## src/common/ddc_io_regs.vh

```
// Constants of the sample input and output port logic.
// Assumes inclusion by bare name from the design files.
`ifndef DDC_IO_REGS_VH
`define DDC_IO_REGS_VH

// ----------------------------------------
// Widths
// ----------------------------------------
`define DDC_SAMPLE_W 14
`define DDC_WORD_W 16
`define DDC_PAIR_W 32
`define DDC_PAR_WORDS 8
`define DDC_SEL_W 3
`define DDC_DIAG_W 20

// ----------------------------------------
// Diagnostic bus bit positions
// ----------------------------------------
`define DDC_DIAG_SER_B 0
`define DDC_DIAG_SER_A 1
`define DDC_DIAG_FRAME 2
`define DDC_DIAG_READY 3
`define DDC_DIAG_PAR_LO 4
`define DDC_DIAG_PAR_HI 19

// ----------------------------------------
// Timing counts
// ----------------------------------------
`define DDC_REF_CLK_HZ 20000000
`define DDC_READY_CYCLES 4
`define DDC_SYNC_MIN_CYCLES 4
`define DDC_SCK_HALF_CYCLES 2

// ----------------------------------------
// Reset values
// ----------------------------------------
`define DDC_RST_SAMPLE 14'h0000
`define DDC_RST_WORD 16'h0000

`endif

```

## src/verilog/ddc_sync2.v

```verilog
// Two flip-flop synchroniser of parameterised width.
// Assumes asynchronous inputs and one receiving clock.
`timescale 1ns/100ps
module ddc_sync2 #(
  parameter W = 1,
  parameter [W-1:0] RST = {W{1'b0}}
) (
  // Clock and reset
  input wire clk,
  input wire rst_n,
  // Data
  input wire [W-1:0] d_in,
  output wire [W-1:0] q_out
);
  reg [W-1:0] meta_q;
  reg [W-1:0] stab_q;

  always @(posedge clk or negedge rst_n) begin
    if (!rst_n) begin
      meta_q <= RST;
      stab_q <= RST;
    end else begin
      meta_q <= d_in;
      stab_q <= meta_q;
    end
  end

  assign q_out = stab_q;
endmodule

```

## src/verilog/ddc_ser_shift.v

```verilog
// Serial word shifter, most significant bit first.
// Assumes shift_en is a one-cycle launch-edge pulse on clk.
`timescale 1ns/100ps
module ddc_ser_shift #(
  parameter W = 32,
  parameter CW = 6
) (
  // Clock and reset
  input wire clk,
  input wire rst_n,
  // Control
  input wire load,
  input wire [W-1:0] data,
  input wire shift_en,
  input wire abort,
  // Serial side
  output wire ser_bit,
  output wire busy,
  output wire [CW-1:0] bits_left
);
  localparam [CW-1:0] FULL = W[CW-1:0];

  reg [W-1:0] buf_q;
  reg [CW-1:0] cnt_q;
  reg bit_q;

  always @(posedge clk or negedge rst_n) begin
    if (!rst_n) begin
      buf_q <= {W{1'b0}};
      cnt_q <= {CW{1'b0}};
      bit_q <= 1'b0;
    end else if (abort) begin
      buf_q <= {W{1'b0}};
      cnt_q <= {CW{1'b0}};
      bit_q <= 1'b0;
    end else if (load) begin
      buf_q <= data;
      cnt_q <= FULL;
    end else if (shift_en) begin
      if (cnt_q != {CW{1'b0}}) begin
        bit_q <= buf_q[W-1]; // see RQ1
        buf_q <= {buf_q[W-2:0], 1'b0};
        cnt_q <= cnt_q - 1'b1;
      end else begin
        bit_q <= 1'b0;
      end
    end
  end

  assign ser_bit = bit_q;
  assign busy = (cnt_q != {CW{1'b0}});
  assign bits_left = cnt_q;
endmodule

```

## src/verilog/ddc_io_top.v

```verilog
// Sample capture and serial/parallel output ports of a two-channel downconverter.
// Assumes output words come from the filter datapath on ref_clk; sample, timebase, sync and parallel control pins are asynchronous.
`timescale 1ns/100ps
`include "ddc_io_regs.vh"

// Overview of operation
// RQ1: Serial words shift out MSB first, two's complement
// RQ2: Bits change on edge chosen by polarity
// RQ3: Serial pins undriven until drive enable set
// RQ4: Frame strobe per word or per pair
// RQ5: Diagnostic mode routes diagnostic bits to serial pins
// RQ6: Select picks one of eight parallel words
// RQ7: Parallel bus driven only while enable low; diagnostic mode drives it regardless of enable
// RQ8: Diagnostic mode puts diagnostic bits on parallel
// RQ9: Ready flag marks each output sample period
// RQ10: Ready always driven; diagnostic bit in diagnostic mode
// RQ11: Samples captured on rising timebase edge
// RQ12: Sync sampled on timebase edge, realigns counters
// RQ13: Sync discards held samples; high means unused
// RQ14: Reset returns every register to reset state
// RQ15: Sync held low at least four clocks
// RQ16: Ready flag lasts four system clocks
// RQ17: Parallel bus released while enable deasserted; diagnostic mode keeps it driven
module ddc_io_top #(
  parameter SAMPLE_W = `DDC_SAMPLE_W,
  parameter WORD_W = `DDC_WORD_W,
  parameter SCK_HALF = `DDC_SCK_HALF_CYCLES,
  parameter READY_CYCLES = `DDC_READY_CYCLES
) (
  // Clock and reset
  input wire ref_clk,
  input wire reset_n,
  // Sample inputs and timebase
  input wire master_timebase_input,
  input wire [SAMPLE_W-1:0] sample_in_chan_a,
  input wire [SAMPLE_W-1:0] sample_in_chan_b,
  input wire sync_input_n,
  // Captured samples towards the processing chain
  output wire [SAMPLE_W-1:0] captured_chan_a,
  output wire [SAMPLE_W-1:0] captured_chan_b,
  output wire captured_valid,
  output wire sync_realign,
  output wire chain_flush,
  // Output words from the filter datapath
  input wire out_word_valid,
  input wire [WORD_W-1:0] out_word_a_i,
  input wire [WORD_W-1:0] out_word_a_q,
  input wire [WORD_W-1:0] out_word_b_i,
  input wire [WORD_W-1:0] out_word_b_q,
  input wire [`DDC_PAR_WORDS*WORD_W-1:0] parallel_words,
  // Configuration
  input wire serial_drive_enable,
  input wire serial_edge_polarity,
  input wire iq_pair_framing,
  input wire frame_strobe_polarity,
  input wire ready_polarity,
  input wire diag_mode,
  input wire [`DDC_DIAG_W-1:0] diagnostic_bus,
  // Serial port
  output wire serial_out_chan_a,
  output wire serial_out_chan_a_oe,
  output wire serial_out_chan_b,
  output wire serial_out_chan_b_oe,
  output wire serial_bit_clk,
  output wire serial_bit_clk_oe,
  output wire serial_frame_strobe,
  output wire serial_frame_strobe_oe,
  // Parallel port
  input wire [`DDC_SEL_W-1:0] parallel_word_select,
  input wire parallel_drive_enable_n,
  output wire [WORD_W-1:0] parallel_word_bus,
  output wire parallel_word_bus_oe,
  // Ready flag
  output wire output_ready_flag
);
  localparam PAIR_W = 2 * WORD_W;
  localparam CW = 6;
  localparam [CW-1:0] PAIR_FULL = PAIR_W[CW-1:0];
  localparam [CW-1:0] PAIR_HALF = WORD_W[CW-1:0];
  localparam [7:0] HALF_MAX = SCK_HALF[7:0] - 8'h01;
  localparam [3:0] READY_MAX = READY_CYCLES[3:0] - 4'h1;
  localparam IN_W = 2 * SAMPLE_W + 2;

  // ----------------------------------------
  // Input synchronisers
  // ----------------------------------------
  wire [IN_W-1:0] pin_s;
  wire [`DDC_SEL_W+1-1:0] par_ctl_s;
  wire tb_s;
  wire sync_n_s;
  wire [SAMPLE_W-1:0] smp_a_s;
  wire [SAMPLE_W-1:0] smp_b_s;
  wire [`DDC_SEL_W-1:0] sel_s;
  wire par_en_n_s;

  ddc_sync2 #(
    .W(IN_W),
    .RST({{(2*SAMPLE_W){1'b0}}, 2'b10})
  ) u_sync_in (
    .clk(ref_clk),
    .rst_n(reset_n),
    .d_in({sample_in_chan_a, sample_in_chan_b, sync_input_n, master_timebase_input}),
    .q_out(pin_s)
  );

  ddc_sync2 #(
    .W(`DDC_SEL_W + 1),
    .RST({{`DDC_SEL_W{1'b0}}, 1'b1})
  ) u_sync_par (
    .clk(ref_clk),
    .rst_n(reset_n),
    .d_in({parallel_word_select, parallel_drive_enable_n}),
    .q_out(par_ctl_s)
  );

  assign tb_s = pin_s[0];
  assign sync_n_s = pin_s[1];
  assign smp_b_s = pin_s[SAMPLE_W+1:2];
  assign smp_a_s = pin_s[2*SAMPLE_W+1:SAMPLE_W+2];
  assign par_en_n_s = par_ctl_s[0];
  assign sel_s = par_ctl_s[`DDC_SEL_W:1];

  // ----------------------------------------
  // Sample capture and sync
  // ----------------------------------------
  reg tb_prev_q;
  reg [SAMPLE_W-1:0] cap_a_q;
  reg [SAMPLE_W-1:0] cap_b_q;
  reg cap_valid_q;
  reg sync_act_q;
  reg realign_q;
  wire tb_rise;

  assign tb_rise = tb_s & ~tb_prev_q;

  always @(posedge ref_clk or negedge reset_n) begin
    if (!reset_n) begin // see RQ14
      tb_prev_q <= 1'b0;
      cap_a_q <= `DDC_RST_SAMPLE;
      cap_b_q <= `DDC_RST_SAMPLE;
      cap_valid_q <= 1'b0;
      sync_act_q <= 1'b0;
      realign_q <= 1'b0;
    end else begin
      tb_prev_q <= tb_s;
      cap_valid_q <= 1'b0;
      realign_q <= 1'b0;
      if (tb_rise) begin
        sync_act_q <= ~sync_n_s; // see RQ12
        realign_q <= ~sync_n_s & ~sync_act_q; // see RQ12
        if (!sync_n_s) begin
          cap_a_q <= `DDC_RST_SAMPLE; // see RQ13
          cap_b_q <= `DDC_RST_SAMPLE; // see RQ13
        end else begin
          cap_a_q <= smp_a_s; // see RQ11
          cap_b_q <= smp_b_s; // see RQ11
          cap_valid_q <= 1'b1;
        end
      end
    end
  end

  assign captured_chan_a = cap_a_q;
  assign captured_chan_b = cap_b_q;
  assign captured_valid = cap_valid_q;
  assign sync_realign = realign_q;
  assign chain_flush = sync_act_q;

  // ----------------------------------------
  // Ready flag
  // ----------------------------------------
  reg [3:0] rdy_cnt_q;
  reg rdy_act_q;
  reg rdy_pin_q;
  wire start_osp;

  assign start_osp = out_word_valid & ~sync_act_q;

  always @(posedge ref_clk or negedge reset_n) begin
    if (!reset_n) begin
      rdy_cnt_q <= 4'h0;
      rdy_act_q <= 1'b0;
      rdy_pin_q <= 1'b0;
    end else begin
      if (sync_act_q) begin
        rdy_act_q <= 1'b0;
        rdy_cnt_q <= 4'h0;
      end else if (start_osp) begin
        rdy_act_q <= 1'b1; // see RQ9
        rdy_cnt_q <= READY_MAX; // see RQ16
      end else if (rdy_cnt_q != 4'h0) begin
        rdy_cnt_q <= rdy_cnt_q - 4'h1;
      end else begin
        rdy_act_q <= 1'b0;
      end
      if (diag_mode) begin
        rdy_pin_q <= diagnostic_bus[`DDC_DIAG_READY]; // see RQ10
      end else begin
        rdy_pin_q <= (start_osp | (rdy_act_q & rdy_cnt_q != 4'h0)) ^ ready_polarity; // see RQ9
      end
    end
  end

  assign output_ready_flag = rdy_pin_q; // see RQ10

  // ----------------------------------------
  // Bit clock divider
  // ----------------------------------------
  reg [7:0] div_q;
  reg sck_q;
  wire half_tick;
  wire launch;

  assign half_tick = (div_q == HALF_MAX);
  assign launch = half_tick & (sck_q == serial_edge_polarity); // see RQ2

  always @(posedge ref_clk or negedge reset_n) begin
    if (!reset_n) begin
      div_q <= 8'h00;
      sck_q <= 1'b0;
    end else if (half_tick) begin
      div_q <= 8'h00;
      sck_q <= ~sck_q;
    end else begin
      div_q <= div_q + 8'h01;
    end
  end

  // ----------------------------------------
  // Serial shifters
  // ----------------------------------------
  wire bit_a;
  wire bit_b;
  wire busy_a;
  wire [CW-1:0] left_a;

  ddc_ser_shift #(
    .W(PAIR_W),
    .CW(CW)
  ) u_shift_a (
    .clk(ref_clk),
    .rst_n(reset_n),
    .load(start_osp),
    .data({out_word_a_i, out_word_a_q}),
    .shift_en(launch),
    .abort(sync_act_q),
    .ser_bit(bit_a),
    .busy(busy_a),
    .bits_left(left_a)
  );

  ddc_ser_shift #(
    .W(PAIR_W),
    .CW(CW)
  ) u_shift_b (
    .clk(ref_clk),
    .rst_n(reset_n),
    .load(start_osp),
    .data({out_word_b_i, out_word_b_q}),
    .shift_en(launch),
    .abort(sync_act_q),
    .ser_bit(bit_b),
    .busy(),
    .bits_left()
  );

  // ----------------------------------------
  // Frame strobe and serial pin mux
  // ----------------------------------------
  reg fs_q;
  reg diag_a_q;
  reg diag_b_q;
  reg diag_fs_q;
  reg ser_oe_q;
  wire word_start;

  assign word_start = busy_a & ((left_a == PAIR_FULL) | (~iq_pair_framing & left_a == PAIR_HALF));

  always @(posedge ref_clk or negedge reset_n) begin
    if (!reset_n) begin
      fs_q <= 1'b0;
      diag_a_q <= 1'b0;
      diag_b_q <= 1'b0;
      diag_fs_q <= 1'b0;
      ser_oe_q <= 1'b0; // see RQ3
    end else begin
      ser_oe_q <= serial_drive_enable; // see RQ3
      if (sync_act_q) begin
        fs_q <= 1'b0;
      end else if (launch) begin
        fs_q <= word_start; // see RQ4
      end
      if (launch) begin
        diag_a_q <= diagnostic_bus[`DDC_DIAG_SER_A]; // see RQ5
        diag_b_q <= diagnostic_bus[`DDC_DIAG_SER_B]; // see RQ5
        diag_fs_q <= diagnostic_bus[`DDC_DIAG_FRAME]; // see RQ5
      end
    end
  end

  assign serial_out_chan_a = diag_mode ? diag_a_q : bit_a; // see RQ5
  assign serial_out_chan_b = diag_mode ? diag_b_q : bit_b; // see RQ5
  assign serial_frame_strobe = diag_mode ? diag_fs_q : (fs_q ^ frame_strobe_polarity); // see RQ4
  assign serial_bit_clk = sck_q;
  assign serial_out_chan_a_oe = ser_oe_q;
  assign serial_out_chan_b_oe = ser_oe_q;
  assign serial_bit_clk_oe = ser_oe_q;
  assign serial_frame_strobe_oe = ser_oe_q;

  // ----------------------------------------
  // Parallel port
  // ----------------------------------------
  reg [WORD_W-1:0] par_q;
  reg par_oe_q;

  always @(posedge ref_clk or negedge reset_n) begin
    if (!reset_n) begin
      par_q <= `DDC_RST_WORD;
      par_oe_q <= 1'b0; // see RQ17
    end else if (diag_mode) begin
      par_q <= diagnostic_bus[`DDC_DIAG_PAR_HI:`DDC_DIAG_PAR_LO]; // see RQ8
      par_oe_q <= 1'b1; // see RQ8
    end else begin
      par_q <= parallel_words[sel_s*WORD_W +: WORD_W]; // see RQ6
      par_oe_q <= ~par_en_n_s; // see RQ7
    end
  end

  assign parallel_word_bus = par_q;
  assign parallel_word_bus_oe = par_oe_q; // see RQ17
endmodule

```

## config.mk

```make
export PLATFORM = sky130hd
export DESIGN_NAME = ddc_io_top
export DESIGN_NICKNAME = d
export VERILOG_FILES = /design/src/verilog/ddc_sync2.v /design/src/verilog/ddc_ser_shift.v /design/src/verilog/ddc_io_top.v
export VERILOG_INCLUDE_DIRS = /design/src /design/src/common
export SDC_FILE = /design/constraint.sdc
export NUM_CORES = 1
export LEC_CHECK = 0
export ABC_AREA = 1
export BUFFER_PORTS_ARGS = -buffer_cell sky130_fd_sc_hd__buf_2
export CORE_MARGIN = 10
export CORE_UTILIZATION = 51
export CTS_CLUSTER_DIAMETER = 30
export DETAILED_ROUTE_END_ITERATION = 7
export PLACE_DENSITY = 0.89
export SKIP_LAST_GASP = 1
export SLEW_MARGIN = 30
export SYNTH_ARGS = -nofsm -noshare
export SYNTH_HDL_FRONTEND = slang
export SYNTH_SLANG_ARGS = --single-unit
export TNS_END_PERCENT = 10
```

## constraint.sdc

```tcl
create_clock -name ref_clk -period 2 [get_ports ref_clk]
set_input_delay 0.2 -clock ref_clk [delete_from_list [all_inputs] [get_ports ref_clk]]
set_output_delay 0.2 -clock ref_clk [all_outputs]
set_load 0.1 [all_outputs]
```

After elaboration in Yosys (flattened, before gate mapping)
Index checks and enable logic that the tools add are counted.
- output and inout port bits: 57
- bits of input ports: 255
- logic and storage cells: 111
- flip-flop bits (word level): 215
- equality and inequality tests: 6
- shift-type cells: 1
- add/sub/neg operators: 4
- bitwise gates (word level): 17
- reductions and logical operators: 11
- multiplexer cells: 44
- operators by type and width (kind ; number):
    $mux 32 ; 8
    $shiftx 128x8->16 ; 1
    $mux 6 ; 8
    $mux 14 ; 2
    $mux 1 ; 21
    $mux 16 ; 1
    $mux 4 ; 3
    $reduce_bool 3->1 ; 4
    $reduce_bool 6->1 ; 2
    $sub 6x1->6 const B ; 2
    $add 8x1->8 const B ; 1
    $eq 8x1->1 const B ; 1
    $mux 8 ; 1
    $and 1x1->1 ; 7
    $eq 6x5->1 const B ; 1
    $eq 6x6->1 const B ; 1
    $not 1->1 ; 6
    $reduce_and 2->1 ; 3
    $reduce_bool 4->1 ; 1
    $sub 4x1->4 const B ; 1
    $ne 3x3->1 const B ; 1
    $ne 2x2->1 const B ; 1
    $or 1x1->1 ; 2
    $reduce_bool 2->1 ; 1
    2 further kinds ; 3

Logic depth before layout (Yosys ltp)
Gate-level depths: netlist of the first run.
- depth after elaboration: 6
- mapped depth: 10
- gate-level depth less buffers: 9

Hierarchy
Synthesis of the first run repeated with hierarchy kept, for this count alone.
- cell total of the unflattened synthesis: 1237
- area, all modules: 10281.1 sq um
- by module, submodules not included (module ; sequential area each (sq um) ; cells each ; times used ; area each (sq um)):
    ddc_io_top ; 1726.7 ; 637 ; 1 ; 4340.4
    ddc_ser_shift ; 975.9 ; 266 ; 2 ; 2117.0
    ddc_sync2 at u_sync_in ; 1503.9 ; 60 ; 1 ; 1503.9
    ddc_sync2 at u_sync_par ; 202.7 ; 8 ; 1 ; 202.7

Worst setup path after synthesis of the first run
No wires, ideal clock.
- path kind: register to output
- start: reg fs_q
- end: out serial_frame_strobe
- arrival: 2.592 ns
- buffers on the path: 0
- required time: 1.800 ns
- setup slack: -0.792 ns
- stages on the path, launching flop included: 3
- cell sequence: dfrtp_1 xnor2_1 o21ai_0
- longest elaborated chain between the ends: 2
- ends and longest elaborated chain (what ; RTL line ; RTL):
    start, declared ; ddc_io_top.v:270 ; reg fs_q;
    start signal, assigned ; ddc_io_top.v:291 ; fs_q <= word_start;
    $xor 1x1->1 ; ddc_io_top.v:303 ; assign serial_frame_strobe = diag_mode ? diag_fs_q : (fs_q ^ frame_strobe_polarity);
    $mux 1 ; ddc_io_top.v:303 ;
    end, declared ; ddc_io_top.v:66 ; output wire serial_frame_strobe,
No other way between the ends.

Worst setup path in the final report of the first run
- start: reg div_q[1]
- end: reg u_shift_b.buf_q[29]
- longest elaborated chain between the ends: 4
- ends and longest elaborated chain (what ; RTL line ; RTL):
    start, declared ; ddc_io_top.v:209 ; reg [7:0] div_q;
    start signal, assigned ; ddc_io_top.v:225 ; div_q <= div_q + 8'h01;
    $eq 8x1->1 ; ddc_io_top.v:214 ; assign half_tick = (div_q == HALF_MAX);
    $and 1x1->1 ; ddc_io_top.v:215 ; assign launch = half_tick & (sck_q == serial_edge_polarity);
    $reduce_bool 3->1 (no line) ; - ;
    $reduce_and 2->1 (no line) ; - ;
    end signal, assigned ; ddc_ser_shift.v:33 ; buf_q <= {W{1'b0}};
    end signal, assigned ; ddc_ser_shift.v:37 ; buf_q <= data;
    end signal, assigned ; ddc_ser_shift.v:42 ; buf_q <= {buf_q[W-2:0], 1'b0};
    end, declared ; ddc_ser_shift.v:23 ; reg [W-1:0] buf_q;
No other way between the ends.
A chain may end at the register's enable or synchronous reset.

==> results of run 1 <==
-- cell families (layout without fill, tap and decap cells) --
logic type,count (synthesis),count (layout),share of synthesized area
xor+xnor,6,6,0.00619
other cells,0,11,0
fa+ha+maj,8,8,0.0103
simple gates,407,407,0.175
compound gates,252,252,0.153
flops,215,215,0.555
buf+inv,227,637,0.100
-- flip-flops by register name, indices dropped and copies added, names as in the netlist, 4 cells and up --
signal               cells
u_sync_par.q_out         4
u_sync_in.q_out         30
u_shift_b.bits_left      6
captured_chan_b         14
u_shift_b.buf_q         32
div_q                    8
u_shift_a.buf_q         32
parallel_word_bus       16
rdy_cnt_q                4
u_sync_in.meta_q        30
captured_chan_a         14
u_shift_a.bits_left      6
u_sync_par.meta_q        4
-- worst paths after layout --
kind,startpoint,end,slack (ps),depth (start not counted)
setup / recovery,div_q[1],u_shift_b.buf_q[29],200,9
hold / removal,out_word_a_i[0],u_shift_a.buf_q[16],7,5
setup reg to reg,div_q[1],u_shift_b.buf_q[29],200,9
hold reg to reg,u_sync_in.meta_q[19],u_sync_in.q_out[19],340,0
max in group asynchronous,reset_n,u_sync_par.q_out[0],1090,3
min in group asynchronous,reset_n,u_shift_a.buf_q[16],190,2
-- worst reg2reg max path: stages, from the launching register on --
cell	delay (ps)
dfrtp_1	390
inv_1	60
ha_1	130
nand2_1	60
nor2_2	230
nand3_2	230
nand2_8	210
buf_4	210
nand2_1	70
o21ai_0	120
-- cells in the mapped netlist, types with 10 or more instances --
library cell  count  area share
a21oi_1          17      0.0088
a22o_1           28       0.025
buf_2            12      0.0062
buf_6            10       0.012
clkbuf_1         29       0.011
dfrtp_1         211        0.54
inv_1           158       0.061
nand2_1         278        0.11
nand3_1          79       0.041
nor2_1           30       0.012
o211ai_1         48       0.037
o21ai_0         130       0.067
o21ai_1          28       0.014
-- cell type report --
type | instances | share of cell area
Antenna cell | 11 | 0.00202
Clock buffer | 49 | 0.0822
Tap cell | 234 | 0.0215
Inverter | 161 | 0.0444
Timing Repair Buffer | 400 | 0.186
Clock inverter | 27 | 0.0203
Sequential cell | 215 | 0.396
Multi-Input combinational cell | 673 | 0.247
-- metal layers --
metal,part of all wire,GRT usage,vias to the layer above
li1,-,-,4373
met5,0.00084,0,-
met3,0.090,0.0700,108
met1,0.35,0.265,4352
met2,0.51,0.441,477
met4,0.049,0.134,4
-- power by group through the flow --
stage,Clock [mW],Sequential [mW],Combinational [mW]
CTS,6.90,4.93,2.76
global placement,0,4.97,2.54
global route,7.17,4.97,3.01
detailed placement,0,4.99,2.62
finish,6.85,4.94,2.77
floorplan,0,5.67,1.14
-- metrics by stage --
step           hold slack, ps  utilization
2_1_floorplan           -95.6            -
3_3_place_gp              177        0.617
3_5_place_dp              182        0.617
4_1_cts                 0.731        0.726
5_1_grt                  29.4        0.727
6_report                 6.64        0.728
-- repair_timing --
item                                    4_1_cts  5_1_grt
endpoints found under the setup margin        0        2
endpoints found under the hold margin       110        0
gates resized for setup                       0        1
hold buffers                                 64        0
==> flow_summary.toml, run 1 <==
[critical_path]
crit_top_cell = "nand2_1"
worstPathBufferInverterCount = 2
critPathMaxStageDelay_ps = 390
cp.arrival_ps = 2210
worstPathCellList = "inv_1 > ha_1 > nand2_1 > nor2_2 > nand3_2 > nand2_8 > buf_4 > nand2_1 > o21ai_0"
path_delay_family = "simple AND/OR/NAND/NOR gates"
cp_slowest_cell = "dfrtp_1"
cp-start-kind = "flop"
cp_max_fo = 19
path_class = "reg2reg"
crit_path_end_kind = "flop"
critPathRequiredTime_ps = 2410

[final_layout]
multiInputGateArea_sq_um = 3370
ff_latch_area_sq_um = 5390
drive_gt1_frac = 0.280
n_fill_cell = 1310
final_cell_mix = "buf_2, nand2_1, dfrtp_1, inv_1, o21ai_0"
instances_no_fill = 1770
nets = 1756
final_common_cell = "buf_2"
area_delta_synth_final_pct = 40.3
final_cell_area_sq_um = 13600

[synth]
syn_area_per_cell_sq_um = 8.70
syn_area_sq_um = 9700
synth-seq-area-share = 0.555
synthArstFlopShare = 1.00
syn_nets = 1378
netlist_instances = 1115
synthFlopType = "dfrtp_1"
synth_cell_types = 32
yosys_register_bits = 215
synth_edf_count = 0
yosys_warnings = 0

[floorplanning]
die_h_microns = 158
initial_core_util = 0.519
die_w_microns = 158
rows = 50
io_pins = 312
core_sq_um = 18700
die-area_sq_um = 24900

[route]
drtPass1Iterations = 6
ant_nets = 0
routed_via_density = 5.26
drtIter0Drc = 557
routed_wl_microns = 32200
wl_per_cell_microns = 18.2
drc = 0
dr_total_vias = 9314

[job]
maxCapViolCount = 0

[sta]
skew_ps = 21.4
period_needed_ps = 1800
period_share = 0.900
drv_slew = 0
fin_ws_ps = 199
setup_tns_ps = 0
hold_viol = 0
rsz0062_at_grt = "no"
fmax_ghz = 0.555
finalSetupViolCount = 0
maxSlewHeadroom = 0.602
worstMarginPinSlew_ps = 596

[pwr]
leakage_nw = 6.92
seqPwrFrac = 0.339
cellPowerDensity_nw_per_um2 = 1070
ir_drop_mv = 0.715
power_mw = 14.6
switching_share = 0.312
p_int_mw = 10.0
power.switching_mw = 4.54
pwr-share-clk = 0.470
comb_power_share = 0.190

[cts]
h-tree-depth = 2
clk_pin_slew_ps = 50
cts-root-buf = "clkbuf_16"
tritoncts = "yes"
cts_buffer_depth = 3
clkSinkCount = 215
cts_buffers = 42
post_cts_buffers = 0
clk_latency_ps = 520

[global_route]
antenna_found_initial = 10
grt_pass1_vias = 9492
grt_usage = 0.250
grt_max_degree = 66
grt_pass1_wl_microns = 49100
grt.overflow.total = 0

[place]
portBuffers = 311
gp_congestion = 0.964
postPlaceCellArea_sq_um = 11500
dpl_worst_slack_ps = 249
dpl.hpwl_microns = 21800
dpl.cell_count = 1619

[worst_hold_path]
hold_path.class = "in2reg"

[outcome]
status = "finished clean"
Power figures use the tool's default switching activity.
==> run 2: changes to the inputs <==
--- a/config.mk
+++ b/config.mk
@@ -12,6 +12,7 @@
 export CORE_UTILIZATION = 51
 export CTS_CLUSTER_DIAMETER = 30
 export DETAILED_ROUTE_END_ITERATION = 7
+export MAX_ROUTING_LAYER = met4
 export PLACE_DENSITY = 0.89
 export SKIP_LAST_GASP = 1
 export SLEW_MARGIN = 30
==> flow_summary.toml, run 2 (synthesis results as in run 1) <==
[critical_path]
worstPathCellList = "inv_1 > ha_1 > nand2_1 > nor2_4 > nand3_2 > nand2_4 > buf_12 > nand2_1 > o21ai_0"
crit_path_end_kind = "flop"
cp-start-kind = "flop"
cp_slowest_cell = "dfrtp_1"
worstSetupStartpoint = "div_q[1]"
critPathRequiredTime_ps = 2410
critPathMaxStageDelay_ps = 400
crit_top_cell = "nand2_1"
cp.arrival_ps = 2230
worstReg2RegStart = "div_q[1]"
cp_max_fo = 61
path_class = "reg2reg"

[final_layout]
top_regs = "u_shift_a.buf_q (32), u_shift_b.buf_q (32)"
n_fill_cell = 1292
area_delta_synth_final_pct = 39.6
ff_latch_area_sq_um = 5390
postLayoutCoreUtil = 0.724
final_cell_mix = "buf_2, nand2_1, dfrtp_1, inv_1, o21ai_0"
final_common_cell = "buf_2"
nets = 1750
multiInputGateArea_sq_um = 3360
drive_gt1_frac = 0.279

[global_route]
grt_usage = 0.258
grt_max_degree = 67
grt.overflow.total = 0
grt_pass1_wl_microns = 49500
antenna_found_initial = 12
grt_pass1_vias = 9425

[worst_hold_path]
min_from = "out_word_b_q[6]"
hold_path.class = "in2reg"

[cts]
cts_buffer_depth = 3
tritoncts = "yes"
cts_buffers = 39
clkSinkCount = 215
clk_pin_slew_ps = 50
post_cts_buffers = 0
clk_latency_ps = 500
h-tree-depth = 2
cts-root-buf = "clkbuf_16"

[route]
dr_total_vias = 9262
routed_wl_microns = 32300
wl_per_cell_microns = 18.3
drc = 0
drtPass1Iterations = 5
ant_nets = 0
routed_via_density = 5.25
drtIter0Drc = 609

[sta]
finalSetupViolCount = 0
hold_ws_ps = 16.5
worstMarginPinSlew_ps = 638
fin_ws_ps = 186
fmax_ghz = 0.551
period_needed_ps = 1810
hold_viol = 0
skew_ps = 17.7
drv_slew = 0
setup_tns_ps = 0
maxSlewHeadroom = 0.574
rsz0062_at_grt = "no"
period_share = 0.907

[floorplanning]
io_pins = 312
core_sq_um = 18700
rows = 50
die_h_microns = 158
initial_core_util = 0.519
die-area_sq_um = 24900
die_w_microns = 158

[outcome]
status = "finished clean"

[pwr]
leakage_nw = 6.90
switching_share = 0.306
pwr-share-clk = 0.466
cellPowerDensity_nw_per_um2 = 1060
power_mw = 14.4
comb_power_share = 0.191
ir_drop_mv = 0.715
p_int_mw = 9.99
power.switching_mw = 4.41
seqPwrFrac = 0.343

[place]
dpl_worst_slack_ps = 242
portBuffers = 311
gp_congestion = 0.950
dpl.hpwl_microns = 21800

[job]
maxCapViolCount = 0
==> run 2: cell types whose count changed in the layout (fill, tap and decap cells not counted), sizes merged <==
cell         delta
clkinv          -6
clkinvlp        -2
diode           +1
clkbuf          +3
buf             +1
dlygate4sd3     -4
==> run 2: final timing paths <==
path	cells after the start	slack [ps]	endpoint
max in group asynchronous	3	1100	captured_chan_b[13]
min in group asynchronous	2	220	u_shift_a.buf_q[25]
worst min register to register	0	330	u_sync_in.q_out[8]
worst min-delay path	5	20	u_shift_b.buf_q[6]
worst max-delay path	9	190	u_shift_b.buf_q[2]
worst max register to register	9	190	u_shift_b.buf_q[2]
==> run 2: power groups by stage <==
stage          Sequential, mW  Clock (mW)  Combinational [mW]
4_1_cts                  4.93        6.75                2.75
3_3_place_gp             4.97           0                2.55
3_5_place_dp             4.99           0                2.61
2_1_floorplan            5.67           0                1.14
6_report                 4.94        6.71                2.76
5_1_grt                  4.97        7.03                3.00
==> run 2: stage by stage <==
stage,instances,area [sq um]
4_1_cts,1751,13500
3_5_place_dp,1620,11500
6_report,1763,13500
2_1_floorplan,1115,9710
5_1_grt,1763,13500
3_3_place_gp,1620,11500
==> run 2: final cells by class <==
| class | count | area share |
|---|---|---|
| clock buffers | 52 | 0.0838 |
| diodes | 12 | 0.00222 |
| well taps | 234 | 0.0216 |
| inverters | 161 | 0.0446 |
| multi-input cells | 673 | 0.248 |
| flip-flops and latches | 215 | 0.398 |
| clock inverters | 19 | 0.0170 |
| repair buffers | 397 | 0.185 |
==> run 2: critical path: cells and delay by family, from the launching register on <==
| kind | cells | cell delay, ps |
|---|---|---|
| AO/OA/AOI/OAI | 1 | 100 |
| adder cells (fa/ha/maj) | 1 | 150 |
| buffers and inverters | 2 | 340 |
| flip-flops | 1 | 400 |
| AND/OR/NAND/NOR | 5 | 730 |
==> run 2: repair_timing <==
| action | in CTS | in global routing |
|---|---|---|
| hold endpoints to repair | 106 | 0 |
| gates resized for setup | 0 | 1 |
| hold buffers | 60 | 0 |
| setup endpoints to repair | 0 | 5 |
==> run 2: per-layer routing <==
| metal | global-route usage | wire length [microns] | vias up |
|---|---|---|---|
| li1 | - | - | 4362 |
| met1 | 0.278 | 11700 | 4384 |
| met2 | 0.452 | 16900 | 438 |
| met3 | 0.0600 | 2580 | 78 |
| met4 | 0.101 | 1170 | 0 |
| met5 | - | 0 | - |
